## config.mk

```make
export PLATFORM = sky130hd
export DESIGN_NAME = serx_rx_path
export DESIGN_NICKNAME = d
export VERILOG_FILES = /design/src/hw/serx_pkg.sv /design/src/hw/serx_fifo.sv /design/src/hw/serx_rx_path.sv
export SDC_FILE = /design/constraint.sdc
export NUM_CORES = 1
export LEC_CHECK = 0
export ABC_CLOCK_PERIOD_IN_PS = 3600
export BUFFER_PORTS_ARGS = -buffer_cell sky130_fd_sc_hd__buf_2
export CELL_PAD_IN_SITES_DETAIL_PLACEMENT = 1
export CELL_PAD_IN_SITES_GLOBAL_PLACEMENT = 1
export CORE_ASPECT_RATIO = 1.1
export CORE_UTILIZATION = 45
export DETAILED_ROUTE_END_ITERATION = 10
export PLACE_DENSITY = 0.75
export SLEW_MARGIN = 20
export SYNTH_ARGS = -nofsm -noshare
export SYNTH_HDL_FRONTEND = slang
export SYNTH_SLANG_ARGS = --single-unit
export TNS_END_PERCENT = 1
```

## constraint.sdc

```tcl
create_clock -name clk -period 3.6 [get_ports clk]
set_clock_uncertainty 0.2 [all_clocks]
set_input_delay 0.54 -clock clk [delete_from_list [all_inputs] [get_ports clk]]
set_output_delay 0.54 -clock clk [all_outputs]
set_load 0.1 [all_outputs]
```

## src/hw/serx_pkg.sv

```systemverilog
package serx_pkg;
  // widths of the symbol path and of the parallel side, depth of the elastic buffer
  localparam int SYM_W = 10;
  localparam int BYTE_W = 8;
  localparam int FIFO_DEPTH = 4;

  // comma symbol in both running disparities, first bit in bit 9
  localparam logic [9:0] COMMA_NEG = 10'h0FA;
  localparam logic [9:0] COMMA_POS = 10'h305;

  // serial and parallel rates of the real link, kept for reference
  localparam int LINE_RATE_MBPS = 2500;
  localparam int PAR_CLOCK_MHZ = 250;

  // local clock and the launch clock made from it
  localparam int CLK_PERIOD_NS = 50;
  localparam int RX_SOURCE_CLOCK_PERIOD_NS = 400;
  localparam int RX_SOURCE_CLOCK_HALF_CYC = RX_SOURCE_CLOCK_PERIOD_NS / (2 * CLK_PERIOD_NS);

  // bit count inside one symbol
  localparam logic [3:0] BIT_LAST = 4'h9;
  localparam logic [3:0] BIT_FIRST = 4'h0;

  typedef enum logic {SERX_HUNT, SERX_LOCKED} serx_align_e;
endpackage

```

## src/hw/serx_fifo.sv

```systemverilog
module serx_fifo #(
  parameter int WIDTH = 9,
  parameter int DEPTH = 4
) (
  // clock and reset
  input wire logic clk,
  input wire logic rst,
  // fill side
  input wire logic inValid,
  output logic inReady,
  input wire logic [WIDTH-1:0] inData,
  // drain side
  output logic outValid,
  input wire logic outReady,
  output logic [WIDTH-1:0] outData
);
  localparam int AW = $clog2(DEPTH);

  // pointer arithmetic wraps correctly only for power-of-two depths
  if (DEPTH < 2 || (1 << AW) != DEPTH) begin : g_bad_depth
    $error("serx_fifo depth must be a power of two, at least 2");
  end

  logic [WIDTH-1:0] mem [DEPTH];
  logic [AW:0] wrPtr;
  logic [AW:0] rdPtr;

  assign inReady = (wrPtr - rdPtr) != (AW + 1)'(DEPTH);
  assign outValid = wrPtr != rdPtr;
  assign outData = mem[rdPtr[AW-1:0]];

  always_ff @(posedge clk) begin
    if (inValid && inReady) begin
      mem[wrPtr[AW-1:0]] <= inData;
    end
  end

  always_ff @(posedge clk or posedge rst) begin
    if (rst) begin
      wrPtr <= '0;
      rdPtr <= '0;
    end else begin
      if (inValid && inReady) begin
        wrPtr <= wrPtr + 1'b1;
      end
      if (outValid && outReady) begin
        rdPtr <= rdPtr + 1'b1;
      end
    end
  end
endmodule

```

## src/hw/serx_rx_path.sv

```systemverilog
// What this block does
// - controller inputs are sampled only on the controller's transmit clock
// - device drives its receive clock; bytes and status launch on it
// - parallel side carries 8-bit words each way at 250 MHz
// - serial link is one differential pair each way at 2.5 Gbit/s
// - carrier detect reports line presence to deserializer and coding logic
// - with a stream present, recover bit clock, then retime bits on it
// - retimed bits are grouped into 10-bit words, boundary arbitrary
// - search for the comma symbol and move the word boundary onto it
// - each aligned symbol decodes to a byte plus data/control flag
// - bytes cross an elastic buffer into the receive clock domain
// - symbol-type output low for data bytes, high for control symbols
// - receive-valid set on each launch edge only while locked and byte outputs carry valid data
// - line-idle output is unsynchronised; controller must synchronise it
module serx_rx_path #(
  parameter int RX_SOURCE_CLOCK_HALF = serx_pkg::RX_SOURCE_CLOCK_HALF_CYC,
  parameter int FIFO_DEPTH = serx_pkg::FIFO_DEPTH
) (
  // clock and reset
  input wire logic clk,
  input wire logic rst,
  // serial line side
  input wire logic rxSerialData,
  input wire logic rxBitClock,
  input wire logic rxCarrier,
  // controller inputs, timed by its clock
  input wire logic txSourceClock,
  input wire logic rxPolarity,
  // controller outputs, timed by our clock
  output logic rxSourceClock,
  output logic [serx_pkg::BYTE_W-1:0] rxByteOut,
  output logic rxSymbolIsControl,
  output logic rxLockValid,
  output logic rxLineIdle
);
  // divider counter is eight bits wide
  if (RX_SOURCE_CLOCK_HALF < 2 || RX_SOURCE_CLOCK_HALF > 256) begin : g_bad_half
    $error("serx_rx_path needs two to 256 cycles per clock half");
  end

  // 6b group to low five bits, 1 in bit 5 when not a code
  function automatic logic [5:0] dec6(input logic [5:0] c);
    case (c)
      6'h27, 6'h18: dec6 = 6'h00;
      6'h1D, 6'h22: dec6 = 6'h01;
      6'h2D, 6'h12: dec6 = 6'h02;
      6'h31: dec6 = 6'h03;
      6'h35, 6'h0A: dec6 = 6'h04;
      6'h29: dec6 = 6'h05;
      6'h19: dec6 = 6'h06;
      6'h38, 6'h07: dec6 = 6'h07;
      6'h39, 6'h06: dec6 = 6'h08;
      6'h25: dec6 = 6'h09;
      6'h15: dec6 = 6'h0A;
      6'h34: dec6 = 6'h0B;
      6'h0D: dec6 = 6'h0C;
      6'h2C: dec6 = 6'h0D;
      6'h1C: dec6 = 6'h0E;
      6'h17, 6'h28: dec6 = 6'h0F;
      6'h1B, 6'h24: dec6 = 6'h10;
      6'h23: dec6 = 6'h11;
      6'h13: dec6 = 6'h12;
      6'h32: dec6 = 6'h13;
      6'h0B: dec6 = 6'h14;
      6'h2A: dec6 = 6'h15;
      6'h1A: dec6 = 6'h16;
      6'h3A, 6'h05: dec6 = 6'h17;
      6'h33, 6'h0C: dec6 = 6'h18;
      6'h26: dec6 = 6'h19;
      6'h16: dec6 = 6'h1A;
      6'h36, 6'h09: dec6 = 6'h1B;
      6'h0E, 6'h0F, 6'h30: dec6 = 6'h1C;
      6'h2E, 6'h11: dec6 = 6'h1D;
      6'h1E, 6'h21: dec6 = 6'h1E;
      6'h2B, 6'h14: dec6 = 6'h1F;
      default: dec6 = 6'h20;
    endcase
  endfunction

  function automatic logic [2:0] dec4(input logic [3:0] c);
    case (c)
      4'hB, 4'h4: dec4 = 3'h0;
      4'h9: dec4 = 3'h1;
      4'h5: dec4 = 3'h2;
      4'hC, 4'h3: dec4 = 3'h3;
      4'hD, 4'h2: dec4 = 3'h4;
      4'hA: dec4 = 3'h5;
      4'h6: dec4 = 3'h6;
      default: dec4 = 3'h7;
    endcase
  endfunction

  // pin synchronisers; first stages feed only second stages
  logic dataS1, dataS2, bitClkS1, bitClkS2, bitClkPrev;
  logic carrS1, carrS2, txClkS1, txClkS2, txClkPrev;
  logic polS1, polS2;

  always_ff @(posedge clk or posedge rst) begin
    if (rst) begin
      dataS1 <= 1'b0;
      dataS2 <= 1'b0;
      bitClkS1 <= 1'b0;
      bitClkS2 <= 1'b0;
      bitClkPrev <= 1'b0;
      carrS1 <= 1'b0;
      carrS2 <= 1'b0;
      txClkS1 <= 1'b0;
      txClkS2 <= 1'b0;
      txClkPrev <= 1'b0;
      polS1 <= 1'b0;
      polS2 <= 1'b0;
    end else begin
      dataS1 <= rxSerialData;
      dataS2 <= dataS1;
      bitClkS1 <= rxBitClock;
      bitClkS2 <= bitClkS1;
      bitClkPrev <= bitClkS2;
      carrS1 <= rxCarrier;
      carrS2 <= carrS1;
      txClkS1 <= txSourceClock;
      txClkS2 <= txClkS1;
      txClkPrev <= txClkS2;
      polS1 <= rxPolarity;
      polS2 <= polS1;
    end
  end

  // polarity command taken only on a controller clock rising edge
  logic polInvert;
  always_ff @(posedge clk or posedge rst) begin
    if (rst) begin
      polInvert <= 1'b0;
    end else if (txClkS2 && !txClkPrev) begin
      polInvert <= polS2;
    end
  end

  // recovered bit edge, gated by line presence
  logic bitTick;
  logic bitIn;
  assign bitTick = bitClkS2 && !bitClkPrev && carrS2;
  assign bitIn = dataS2 ^ polInvert;

  logic [serx_pkg::SYM_W-2:0] history;
  logic [serx_pkg::SYM_W-1:0] window;
  logic isComma;
  assign window = {history, bitIn};
  assign isComma = window == serx_pkg::COMMA_NEG ||
                   window == serx_pkg::COMMA_POS;

  always_ff @(posedge clk or posedge rst) begin
    if (rst) begin
      history <= '0;
    end else if (bitTick) begin
      history <= window[serx_pkg::SYM_W-2:0];
    end
  end

  // alignment state and symbol boundary
  serx_pkg::serx_align_e align;
  logic [3:0] bitCnt;
  logic symDone;
  logic symValid;
  logic symInReady;
  assign symDone = bitTick && (isComma ||
                   (align == serx_pkg::SERX_LOCKED &&
                    bitCnt == serx_pkg::BIT_LAST));

  always_ff @(posedge clk or posedge rst) begin
    if (rst) begin
      align <= serx_pkg::SERX_HUNT;
      bitCnt <= serx_pkg::BIT_FIRST;
    end else if (!carrS2) begin
      align <= serx_pkg::SERX_HUNT;
      bitCnt <= serx_pkg::BIT_FIRST;
    end else if (symValid && !symInReady) begin
      // buffer overrun loses a byte, so the stream is no longer trusted
      align <= serx_pkg::SERX_HUNT;
    end else if (symDone) begin
      align <= serx_pkg::SERX_LOCKED;
      bitCnt <= serx_pkg::BIT_FIRST;
    end else if (bitTick) begin
      case (align)
        serx_pkg::SERX_LOCKED: bitCnt <= bitCnt + 4'h1;
        serx_pkg::SERX_HUNT: bitCnt <= serx_pkg::BIT_FIRST;
        default: bitCnt <= serx_pkg::BIT_FIRST;
      endcase
    end
  end

  // decode of one aligned symbol
  logic [5:0] lowCode;
  logic [3:0] highBits;
  logic [serx_pkg::BYTE_W-1:0] symByte;
  logic symCtrl;
  assign lowCode = dec6(window[9:4]);
  // positive-disparity K28 flips the meaning of the 4b group
  assign highBits = (window[9:4] == 6'h30) ? ~window[3:0] : window[3:0];

  always_ff @(posedge clk or posedge rst) begin
    if (rst) begin
      symValid <= 1'b0;
      symByte <= '0;
      symCtrl <= 1'b0;
    end else begin
      symValid <= symDone;
      if (symDone) begin
        symByte <= {dec4(highBits), lowCode[4:0]};
        symCtrl <= window[9:4] == 6'h0F || window[9:4] == 6'h30 ||
                   ((window[3:0] == 4'h7 || window[3:0] == 4'h8) &&
                    (lowCode == 6'h17 || lowCode == 6'h1B ||
                     lowCode == 6'h1D || lowCode == 6'h1E));
      end
    end
  end

  // receive launch clock made by division
  // launch marks the edge on which the launch clock falls
  logic [7:0] divCnt;
  logic launch;
  assign launch = divCnt == 8'(RX_SOURCE_CLOCK_HALF - 1) && rxSourceClock;

  always_ff @(posedge clk or posedge rst) begin
    if (rst) begin
      divCnt <= '0;
      rxSourceClock <= 1'b0;
    end else if (divCnt == 8'(RX_SOURCE_CLOCK_HALF - 1)) begin
      divCnt <= '0;
      rxSourceClock <= !rxSourceClock;
    end else begin
      divCnt <= divCnt + 8'h01;
    end
  end

  // elastic buffer; drained one byte per launch edge
  logic fifoOutValid;
  logic [serx_pkg::BYTE_W:0] fifoOut;

  serx_fifo #(
    .WIDTH(serx_pkg::BYTE_W + 1),
    .DEPTH(FIFO_DEPTH)
  ) u_serx_fifo (
    .clk(clk),
    .rst(rst),
    .inValid(symValid),
    .inReady(symInReady),
    .inData({symCtrl, symByte}),
    .outValid(fifoOutValid),
    .outReady(launch),
    .outData(fifoOut)
  );

  // byte, flag and valid outputs change on the falling launch edge, centred for the controller
  always_ff @(posedge clk or posedge rst) begin
    if (rst) begin
      rxByteOut <= '0;
      rxSymbolIsControl <= 1'b0;
      rxLockValid <= 1'b0;
      rxLineIdle <= 1'b1;
    end else begin
      rxLineIdle <= !carrS2;
      if (launch) begin
        rxLockValid <= fifoOutValid &&
                       align == serx_pkg::SERX_LOCKED;
        if (fifoOutValid) begin
          rxByteOut <= fifoOut[serx_pkg::BYTE_W-1:0];
          rxSymbolIsControl <= fifoOut[serx_pkg::BYTE_W];
        end
      end
    end
  end
endmodule

```

==> results.txt <==
Peak VDD IR -> 466 uV
Cell accounting for the most synthesized area -> dfrtp_1
DR WL/cell -> 17.3 um
FF-to-FF Start -> history[3]
DR iter-0 viols -> 95
Worst Hold Class -> in2reg
# resized after CTS -> 0
Synth top area cells -> dfrtp_1 32%, edfxtp_1 23%, ha_1 5.5%, mux4_2 4.7%, nand2_1 3.1%
Die extent in y -> 110 um
Syn_area_per_cell -> 12.4 sq um
Congestion Overflow GR -> 0
Synth Warn # -> 0
DR vias -> 3,019
Clock Pin Slew Worst Setup and Hold Paths -> 0.07 ns
Antenna violations before repair -> 0
Multi-input gate area -> 2000 sq um
Most common cell in the synthesized netlist -> dfrtp_1
FF-to-FF setup slack -> 0.65 ns
Vias/cell -> 5.44
Antenna-violating nets left -> 0
Fin Setup TNS -> 0 ns
Worst path arrival time -> 3.01 ns
Crit. Startpoint -> history[3]
Power density over cell area -> 541 nW/um^2
Cts hold-fix bufs -> 0
FMAX -> 339 MHz
WS Path Type -> reg2reg
Core footprint -> 10,400 sq um
Post-synth EDFFs -> 36
Postcts setup bufs -> 0
Post-Layout Cell Count -> 555
# IOs -> 19
Worst-Skew Late Latency -> 0.35 ns
CTS tree -> built
Max FO, Critical Path -> 10
Post-Syn Area -> 4790 sq um
Final period util -> 81.8%
# DRC -> 0
FF+latch count, synth -> 99
Fillers -> 1,114
Synth Flop Type -> dfrtp_1
Yosys cell types -> 62
Placed Cells -> 539
Final HPWL DP -> 6790 um
Status -> finished, final reports clean
Syn-to-layout area delta -> 10.9%
Root Driver -> clkbuf_16
Gr usage total -> 19.8%
Syn Inst Count -> 387
Worst-margin pin slew -> 0.890 ns
Startpoint types -> flip-flop
# port buffers -> 18
H-tree depth -> 3
Worst path required time -> 3.67 ns
Worst setup path endpoint -> symCtrl
Synth async-reset ratio -> 63.6%
Number of clock sinks -> 99
Die W -> 100 um
Die area -> 11,100 sq um
Final Cell Area -> 5320 sq um
Hold depth -> 1
Yosys top cell area share -> 32.4%
Starting density of the core -> 46.1%
Setup violators final -> 0
Share of cells above drive strength 1 -> 18.7%
Drt pass-1 iters -> 4
RR Endpoint -> symCtrl
Max clock buf depth -> 2
Leak pwr -> 0.00225 uW
CP endpoint kind -> flip-flop
Endpoints failing hold -> 0
Placed Area -> 5040 sq um
Rel. slew slack -> 40.6%
Number of nets in the layout -> 435
TritonCTS buffer count -> 9
First-pass GRT wire length -> 16,600 um
Syn_nets -> 415
Crit path time final -> 2.95 ns
RSZ-0062 raised after global routing -> no
Max cap viols -> 0
Gpl congestion -> 0.842
Largest net degree at the start of global routing -> 52
Reg2Reg Depth -> 9
Slew Viols, Final -> 0
Core Rows -> 39
Reg area -> 2660 sq um
Vias in the first global route -> 3,291
Post-synthesis sequential area ratio -> 55.5%
Most frequent cells after synthesis -> 62 x dfrtp_1, 39 x nand2_1, 36 x edfxtp_1
Post-Route WL -> 9600 um
Antenna cells -> 0
-- per-stage QoR --
| step | power, uW | setup WS [ns] | hold slack (ns) | utilization [%] |
|---|---|---|---|---|
| 2_1_floorplan | 1820 | 1.03 | 0.131 | - |
| 3_3_place_gp | 1970 | 0.856 | 0.133 | 48.5 |
| 3_5_place_dp | 2000 | 0.676 | 0.137 | 48.5 |
| 4_1_cts | 2910 | 0.657 | 0.0764 | 51.2 |
| 5_1_grt | 3030 | 0.356 | 0.0780 | 51.2 |
| 6_report | 2880 | 0.654 | 0.0923 | 51.2 |
-- kinds of logic after synthesis --
logic type / synth area share [%]
xor+xnor: 2.92
simple gates: 12.7
buf+inv: 2.90
fa+ha+maj: 6.11
flops: 55.5
compound gates: 9.32
mux: 10.6
-- worst max-delay path, stage by stage, from the launching register on --
cell	delay, ns
dfrtp_1	0.53
inv_1	0.22
ha_1	0.44
or3b_2	0.50
o2111a_1	0.16
a21oi_1	0.18
a2bb2oi_1	0.21
nand2_1	0.09
o21ba_1	0.17
a21oi_1	0.15
-- layout by cell type (no fill, tap or decap), drive strengths merged, types with 6 or more instances in the layout --
cell,synthesis,routed
a21oi,15,15
and3,6,6
buf,7,26
clkbuf,10,10
dfrtp,62,62
edfxtp,36,36
ha,21,21
inv,15,16
mux2,17,17
mux2i,6,6
mux4,10,10
nand2,40,40
nand2b,13,13
nor2,21,21
nor2b,7,7
nor3,8,8
o21ai,16,16
xnor2,11,11
-- layout make-up --
type	count	area share [%]
flip-flops and latches	99	50.0
multi-input cells	256	37.5
clock buffers	10	4.30
well taps	143	3.36
repair buffers	26	2.82
inverters	15	1.08
clock inverters	6	0.894
-- worst min-delay path by stage --
stage / endpoint / start
floorplan: bitClkS2 / bitClkS1
global route: dataS1 / rxSerialData
global placement: polS2 / polS1
finish: polS1 / rxPolarity
CTS: polS1 / rxPolarity
detailed placement: bitClkS2 / bitClkS1
-- where the power goes --
group / leakage, uW / internal (uW) / switching [uW]
combinational: 0.000977 / 273 / 409
sequential: 0.00115 / 1200 / 96.7
clock: 0.000127 / 474 / 421
total: 0.00225 / 1950 / 926
-- registers in the layout, indices dropped and copies added (netlist names), 3 cells and up --
| signal | cells |
|---|---|
| u_serx_fifo.mem | 36 |
| u_serx_fifo.wrPtr | 3 |
| u_serx_fifo.rdPtr | 3 |
| history | 9 |
| symByte | 8 |
| bitCnt | 4 |
| divCnt | 8 |
| rxByteOut | 8 |
-- routing by layer --
metal  part of all wire (%)  wire length (um)  up-vias  track usage (%)
met1                     44              4190     1533             23.4
met3                    2.5               239       12             3.97
met5                      0                 0        -                0
li1                       -                 -     1429                -
met4                    1.2               114        0             5.69
met2                     53              5060       45             36.6
No activity file was read; power rests on OpenSTA's default activity.
